--- src/common/svc_pkg.sv ---
package svc_pkg;
  // ----------------------------------------
  // register bus
  // ----------------------------------------
  localparam int ADDR_W = 8;
  localparam int DATA_W = 32;
  localparam logic [7:0] OFS_MODE = 8'h00;
  localparam logic [7:0] OFS_RESET_SEL = 8'h04;
  localparam logic [7:0] OFS_CAP_PCT = 8'h08;
  localparam logic [7:0] OFS_FAN_PCT = 8'h0c;
  localparam logic [7:0] OFS_NOTE = 8'h10;
  localparam logic [7:0] OFS_STATUS = 8'h14;
  localparam logic [31:0] RDATA_IDLE = 32'h0000_0000;

  // ----------------------------------------
  // field layout
  // ----------------------------------------
  localparam int MODE_W = 2;
  localparam int CAP_MODE_LSB = 0;
  localparam int FAN_MODE_LSB = 4;
  localparam int ST_CAP_EXP = 0;
  localparam int ST_FAN_EXP = 1;
  localparam int ST_CAP_WARN = 2;
  localparam int ST_FAN_WARN = 3;

  // ----------------------------------------
  // expiry handling modes
  // ----------------------------------------
  typedef enum logic [1:0] {
    MODE_NONE = 2'h0,
    MODE_NOTE = 2'h1,
    MODE_ALARM = 2'h2,
    MODE_SPARE = 2'h3
  } svc_mode_t;
  localparam svc_mode_t MODE_RESET = MODE_NOTE;

  // ----------------------------------------
  // reset selector and notice codes
  // ----------------------------------------
  localparam logic [31:0] SEL_NONE = 32'h0000_0000;
  localparam logic [31:0] SEL_CAP = 32'h0000_0001;
  localparam logic [31:0] SEL_FAN = 32'h0000_0002;
  localparam int NOTE_W = 16;
  localparam logic [15:0] NOTE_NONE = 16'h0000;
  localparam logic [15:0] NOTE_CAP = 16'h0001;
  localparam logic [15:0] NOTE_FAN = 16'h0002;

  // ----------------------------------------
  // percentage
  // ----------------------------------------
  localparam int PCT_W = 7;
  localparam logic [6:0] PCT_FULL = 7'h64;
  localparam logic [6:0] PCT_EMPTY = 7'h00;
  localparam logic [6:0] PCT_STEP = 7'h01;
endpackage : svc_pkg

--- src/common/wear_if.sv ---
`timescale 1ns/1ps
interface wear_if #(
  parameter int INC_W = 8
);
  logic [INC_W-1:0] wear_inc;
  logic age_en;
  logic restore;
  logic [svc_pkg::PCT_W-1:0] percent;
  logic expired;

  modport tracker (
    input wear_inc,
    input age_en,
    input restore,
    output percent,
    output expired
  );

  modport owner (
    output wear_inc,
    output age_en,
    output restore,
    input percent,
    input expired
  );
endinterface : wear_if

--- src/core/wear_tracker.sv ---
`timescale 1ns/1ps
module wear_tracker #(
  parameter int INC_W = 8,
  parameter int ACC_W = 24,
  parameter int WEAR_PER_PCT = 1000000
) (
  input wire logic clk_in,
  input wire logic nrst_in,
  input wire logic ce_in,
  wear_if.tracker w
);
  localparam logic [ACC_W:0] STEP = (ACC_W+1)'(WEAR_PER_PCT);

  logic [ACC_W-1:0] acc_reg;
  logic [svc_pkg::PCT_W-1:0] pct_reg;
  logic [ACC_W:0] sum;
  logic step_due;

  assign sum = {1'h0, acc_reg} + (ACC_W+1)'(w.wear_inc);
  assign step_due = sum >= STEP;
  assign w.percent = pct_reg;
  assign w.expired = pct_reg == svc_pkg::PCT_EMPTY;

  // ----------------------------------------
  // wear accumulator
  // ----------------------------------------
  always_ff @(posedge clk_in or negedge nrst_in) begin
    if (!nrst_in) begin
      acc_reg <= '0;
    end else if (ce_in) begin
      if (w.restore) begin
        acc_reg <= '0;
      end else if (w.age_en && !w.expired) begin
        acc_reg <= step_due ? ACC_W'(sum - STEP) : ACC_W'(sum);
      end
    end
  end

  // ----------------------------------------
  // remaining percentage
  // ----------------------------------------
  always_ff @(posedge clk_in or negedge nrst_in) begin
    if (!nrst_in) begin
      pct_reg <= svc_pkg::PCT_FULL;
    end else if (ce_in) begin
      if (w.restore) begin
        pct_reg <= svc_pkg::PCT_FULL;
      end else if (w.age_en && !w.expired && step_due) begin
        // saturates: aging stops once empty
        pct_reg <= pct_reg - svc_pkg::PCT_STEP;
      end
    end
  end
endmodule : wear_tracker

--- src/core/service_interval_monitor.sv ---
`timescale 1ns/1ps
module service_interval_monitor #(
  parameter int TEMP_W = 8,
  parameter int SPEED_W = 8,
  parameter int ACC_W = 24,
  parameter int CAP_WEAR_PER_PCT = 1000000,
  parameter int FAN_WEAR_PER_PCT = 1000000
) (
  input wire logic clk_in,
  input wire logic nrst_in,
  input wire logic ce_in,
  input wire logic [7:0] addr_in,
  input wire logic [31:0] wdata_in,
  input wire logic wr_in,
  input wire logic rd_in,
  output logic [31:0] rdata_out,
  input wire logic [TEMP_W-1:0] cap_temp_in,
  input wire logic inverter_running_in,
  input wire logic [SPEED_W-1:0] fan_speed_in,
  input wire logic fan_running_in,
  output logic capacitor_expiry_warning_out,
  output logic fan_expiry_warning_out,
  output logic warning_msg_out,
  output logic panel_warning_out,
  output logic [15:0] maintenance_note_out
);
  // ----------------------------------------
  // decode helpers
  // ----------------------------------------
  function automatic logic notice_on(input svc_pkg::svc_mode_t m);
    notice_on = (m == svc_pkg::MODE_NOTE) || (m == svc_pkg::MODE_ALARM);
  endfunction : notice_on

  function automatic logic alarm_on(input svc_pkg::svc_mode_t m);
    alarm_on = m == svc_pkg::MODE_ALARM;
  endfunction : alarm_on

  svc_pkg::svc_mode_t cap_mode_reg;
  svc_pkg::svc_mode_t fan_mode_reg;
  logic [31:0] rdata_reg;
  logic cap_warn_reg;
  logic fan_warn_reg;
  logic msg_reg;
  logic panel_reg;
  logic [15:0] note_reg;
  logic [15:0] note_next;
  logic sel_write;
  logic cap_warn_next;
  logic fan_warn_next;

  wear_if #(.INC_W(TEMP_W)) cap_w ();
  wear_if #(.INC_W(SPEED_W)) fan_w ();

  assign sel_write = wr_in && addr_in == svc_pkg::OFS_RESET_SEL;

  // ----------------------------------------
  // capacitor tracker
  // ----------------------------------------
  // temperature drives wear
  assign cap_w.wear_inc = cap_temp_in;
  assign cap_w.age_en = inverter_running_in;
  assign cap_w.restore = sel_write && wdata_in == svc_pkg::SEL_CAP;

  wear_tracker #(
    .INC_W(TEMP_W),
    .ACC_W(ACC_W),
    .WEAR_PER_PCT(CAP_WEAR_PER_PCT)
  ) u_cap (
    .clk_in(clk_in),
    .nrst_in(nrst_in),
    .ce_in(ce_in),
    .w(cap_w.tracker)
  );

  // ----------------------------------------
  // fan tracker
  // ----------------------------------------
  // speed per running cycle
  assign fan_w.wear_inc = fan_speed_in;
  assign fan_w.age_en = fan_running_in;
  assign fan_w.restore = sel_write && wdata_in == svc_pkg::SEL_FAN;

  wear_tracker #(
    .INC_W(SPEED_W),
    .ACC_W(ACC_W),
    .WEAR_PER_PCT(FAN_WEAR_PER_PCT)
  ) u_fan (
    .clk_in(clk_in),
    .nrst_in(nrst_in),
    .ce_in(ce_in),
    .w(fan_w.tracker)
  );

  // ----------------------------------------
  // mode register
  // ----------------------------------------
  always_ff @(posedge clk_in or negedge nrst_in) begin
    if (!nrst_in) begin
      cap_mode_reg <= svc_pkg::MODE_RESET;
      fan_mode_reg <= svc_pkg::MODE_RESET;
    end else if (ce_in && wr_in && addr_in == svc_pkg::OFS_MODE) begin
      cap_mode_reg <= svc_pkg::svc_mode_t'(wdata_in[svc_pkg::CAP_MODE_LSB +: svc_pkg::MODE_W]);
      fan_mode_reg <= svc_pkg::svc_mode_t'(wdata_in[svc_pkg::FAN_MODE_LSB +: svc_pkg::MODE_W]);
    end
  end

  // ----------------------------------------
  // read port
  // ----------------------------------------
  always_ff @(posedge clk_in or negedge nrst_in) begin
    if (!nrst_in) begin
      rdata_reg <= svc_pkg::RDATA_IDLE;
    end else if (ce_in) begin
      rdata_reg <= svc_pkg::RDATA_IDLE;
      if (rd_in) begin
        case (addr_in)
          svc_pkg::OFS_MODE: begin
            rdata_reg[svc_pkg::CAP_MODE_LSB +: svc_pkg::MODE_W] <= cap_mode_reg;
            rdata_reg[svc_pkg::FAN_MODE_LSB +: svc_pkg::MODE_W] <= fan_mode_reg;
          end
          svc_pkg::OFS_CAP_PCT: begin
            rdata_reg[svc_pkg::PCT_W-1:0] <= cap_w.percent;
          end
          svc_pkg::OFS_FAN_PCT: begin
            rdata_reg[svc_pkg::PCT_W-1:0] <= fan_w.percent;
          end
          svc_pkg::OFS_NOTE: begin
            rdata_reg[svc_pkg::NOTE_W-1:0] <= note_reg;
          end
          svc_pkg::OFS_STATUS: begin
            rdata_reg[svc_pkg::ST_CAP_EXP] <= cap_w.expired;
            rdata_reg[svc_pkg::ST_FAN_EXP] <= fan_w.expired;
            rdata_reg[svc_pkg::ST_CAP_WARN] <= cap_warn_reg;
            rdata_reg[svc_pkg::ST_FAN_WARN] <= fan_warn_reg;
          end
          default: begin
            rdata_reg <= svc_pkg::RDATA_IDLE;
          end
        endcase
      end
    end
  end

  // ----------------------------------------
  // maintenance notice
  // ----------------------------------------
  // mode 0 gives no notice
  always_comb begin
    note_next = svc_pkg::NOTE_NONE;
    if (cap_w.expired && notice_on(cap_mode_reg)) begin
      note_next = svc_pkg::NOTE_CAP;
    end else if (fan_w.expired && notice_on(fan_mode_reg)) begin
      note_next = svc_pkg::NOTE_FAN;
    end
  end

  always_ff @(posedge clk_in or negedge nrst_in) begin
    if (!nrst_in) begin
      note_reg <= svc_pkg::NOTE_NONE;
    end else if (ce_in) begin
      note_reg <= note_next;
    end
  end

  // ----------------------------------------
  // warnings
  // ----------------------------------------
  // capacitor warning only in mode 2
  assign cap_warn_next = cap_w.expired && alarm_on(cap_mode_reg);
  assign fan_warn_next = fan_w.expired && alarm_on(fan_mode_reg);

  always_ff @(posedge clk_in or negedge nrst_in) begin
    if (!nrst_in) begin
      cap_warn_reg <= 1'h0;
      fan_warn_reg <= 1'h0;
    end else if (ce_in) begin
      cap_warn_reg <= cap_warn_next;
      fan_warn_reg <= fan_warn_next;
    end
  end

  always_ff @(posedge clk_in or negedge nrst_in) begin
    if (!nrst_in) begin
      msg_reg <= 1'h0;
      panel_reg <= 1'h0;
    end else if (ce_in) begin
      msg_reg <= (cap_warn_next && !cap_warn_reg) || (fan_warn_next && !fan_warn_reg);
      panel_reg <= cap_warn_next || fan_warn_next;
    end
  end

  assign capacitor_expiry_warning_out = cap_warn_reg;
  assign fan_expiry_warning_out = fan_warn_reg;
  assign warning_msg_out = msg_reg;
  assign panel_warning_out = panel_reg;
  assign maintenance_note_out = note_reg;
  assign rdata_out = rdata_reg;

  localparam logic [svc_pkg::PCT_W-1:0] PCT_ONE_C = svc_pkg::PCT_STEP;
endmodule : service_interval_monitor

--- config.mk ---
export PLATFORM = sky130hd
export DESIGN_NAME = service_interval_monitor
export DESIGN_NICKNAME = d
export VERILOG_FILES = /design/src/common/svc_pkg.sv /design/src/common/wear_if.sv /design/src/core/wear_tracker.sv /design/src/core/service_interval_monitor.sv
export SDC_FILE = /design/constraint.sdc
export NUM_CORES = 1
export LEC_CHECK = 0
export ABC_CLOCK_PERIOD_IN_PS = 4900
export BUFFER_PORTS_ARGS = -buffer_cell sky130_fd_sc_hd__buf_2
export CORE_ASPECT_RATIO = 1.5
export CORE_MARGIN = 2
export CORE_UTILIZATION = 30
export CTS_CLUSTER_DIAMETER = 120
export DETAILED_ROUTE_END_ITERATION = 10
export GPL_ROUTABILITY_DRIVEN = 0
export HOLD_SLACK_MARGIN = 0.02
export SLEW_MARGIN = 15
export SYNTH_ARGS = -nofsm -noshare
export SYNTH_HDL_FRONTEND = slang
export SYNTH_SLANG_ARGS = --single-unit
--- constraint.sdc ---
create_clock -name clk_in -period 4.9 [get_ports clk_in]
set_input_delay 0.735 -clock clk_in [delete_from_list [all_inputs] [get_ports clk_in]]
set_output_delay 0.735 -clock clk_in [all_outputs]
set_load 0.01 [all_outputs]
==> flow_summary.toml <==
[detailed_routing]
drcViolationCount = 0
drt-total-wl_mm = 20.22
wl_per_cell_um = 16.37
dr.first_iter.drc_count = 349
drtPass1Iterations = 5
ant_nets = 0
vias = 6610
routed_via_density = 5.352

[power_and_ir_drop]
p_leak_nw = 3.365
power.total_mw = 2.830
cellPowerDensity_nw_per_um2 = 359.8
ir_drop_v = 0.0001813

[floorplanning]
ios = 115
initial_core_util_pct = 30.53
num_rows = 68
chipHeight_um = 191.6
dieArea_um2 = 24730
core_area_um2 = 23060
chipWidth_um = 129.1

[logic_synthesis]
ys_ff_latch = 79
netlist_area_um2 = 7039
synth_area_leaders = "dfrtp_1 25%, xnor2_1 5.6%, nand2_1 4.7%"
ys_top_cells_by_count = "89 x nand2_1, 71 x dfrtp_1, 55 x nor2_1"
synth_flop_cell = "dfrtp_1"
synth.most_common_cell = "nand2_1"
synth_seq_area_share_pct = 28.23
synth_top_area_cell = "dfrtp_1"
synthDominantCellAreaShare_pct = 25.24
synth_edf_count = 0
async_flop_share_pct = 100.0
avgSynthCellArea_um2 = 8.185
synthCells = 860
yosys_warnings = 0
synth.distinct_cells = 87

[cts]
clkLatencyLatePin_ps = 360
cts_buffer_depth = 2
cts_hold_buf = 0
cts_max_level = 3
numCtsBuffers = 9
clk_pin_slew_ps = 70
clock-root-buffer = "clkbuf_16"
cts.sinks = 79
ctsResizeCount = 0
cts_tree = "done"
post_cts_buffers = 0

[worst_setup_path]
critical-path-max-stage-delay_ps = 550
crit_family = "compound AO/OA/AOI/OAI gates"
slowest_stage = "or4_4"
cp.required_ps = 5110
cp_num_buf_inv = 2
worstSetupPathType = "primary input to register"
crit_path_end_kind = "register"
start_kind = "primary input"
cp_cell_sequence = "buf_2, ha_1, fa_1, a21oi_1, o21bai_1, a21oi_1, xor2_1, inv_2, ha_1, nor4b_1, nand4_1, or4_4, o21ai_2, o21ai_2, o41ai_1, o221ai_1"
path_max_fanout = 8
worstPathArrival_ps = 4400

[timing]
drv_slew = 0
setup_viol = 0
slew_headroom_pct = 50.52
fmax_mhz = 238.8
fin_worst_skew_ps = 12.08
post-route-period-util_pct = 85.44
tightestPinTransition_ps = 739.5
tns_ps = 0
hold_violations = 0
layout_min_cycle_time_ps = 4187
holdWs_ps = 342.0
rsz0062_at_grt = "false"
fin_ws_ps = 713.2

[min_path]
hp-class = "primary input to asynchronous set/reset pin"

[grt]
grt_pass1_wl_mm = 32.78
grt_pass1_vias = 6450
grt_overflow = 0
antenna_found_initial = 0
grt_max_degree = 45
track_usage_pct = 16.72

[final_layout]
layout-drive-gt1-share_pct = 17.17
nNetsFinal = 1006
area_growth_pct = 11.77
diodes = 0

[placement]
dp_hpwl_mm = 15.41
dp_slack_ps = 336.4
portBuffers = 75

[flow_run]
maxCapViolCount = 0

[status]
status = "finished, final reports clean"
## path summary, 6_finish.rpt
kind	startpoint	to	slack (ps)	depth (start not counted)
max	fan_speed_in[0]	u_fan.acc_reg[23]	710	16
min	nrst_in	rdata_out[6]	340	1
max reg2reg	u_fan.acc_reg[0]	u_fan.acc_reg[23]	810	15
min reg2reg	u_cap.acc_reg[4]	u_cap.acc_reg[4]	490	2
max in group asynchronous	nrst_in	u_fan.acc_reg[22]	3580	2
min in group clk_in	u_cap.acc_reg[4]	u_cap.acc_reg[4]	490	2
## cell usage in the layout (no fill, tap or decap), types with 15 or more instances in the layout
master / instances
a21oi_1: 37
buf_2: 74
buf_4: 16
conb_1: 39
dfrtp_1: 71
ha_1: 26
inv_1: 33
mux2i_1: 18
nand2_1: 89
nand3_1: 30
nand4_1: 15
nor2_1: 55
nor3_1: 22
nor4_1: 23
o211ai_1: 16
o21ai_0: 49
o31ai_1: 20
xnor2_1: 45
## metrics by stage
stage / std cells / utilization [%] / instance area (um^2)
after global routing: 1235 / 34.12 / 7868
after global placement: 1219 / 32.88 / 7581
final: 1235 / 34.12 / 7868
after floorplan: 898 / - / 7182
after CTS: 1235 / 34.12 / 7868
after detailed placement: 1219 / 32.88 / 7581
## cell type report
cell class	count	area [um^2]
inverter	34	127.6
timing repair buffer	90	490.5
clock inverter	7	61.31
sequential	79	1987
tap	315	394.1
clock buffer	9	225.2
multi-input combinational	701	4582
fill	2446	15190
## kinds of logic (layout without fill, tap and decap cells)
logic type	after synthesis	count (layout)	synth area share (%)
mux	23	23	3.359
xor+xnor	60	60	7.572
flops	79	79	28.23
fa+ha+maj	28	28	5.190
compound gates	248	248	24.83
simple gates	303	303	21.95
buf+inv	118	140	8.816
other cells	1	39	0.05327
## layer usage
layer	track usage (%)	routed length [um]	up-vias
met3	2.340	698	30
met2	31.56	10920	166
met5	0	0	-
met1	19.08	8220	3206
met4	5.435	385	0
li1	-	-	3208
## where the power goes
part	internal (mW)	switching, mW
Clock	0.355	0.325
Sequential	0.779	0.161
Combinational	0.486	0.725
Total	1.62	1.21
(Power assumes the default switching activity.)
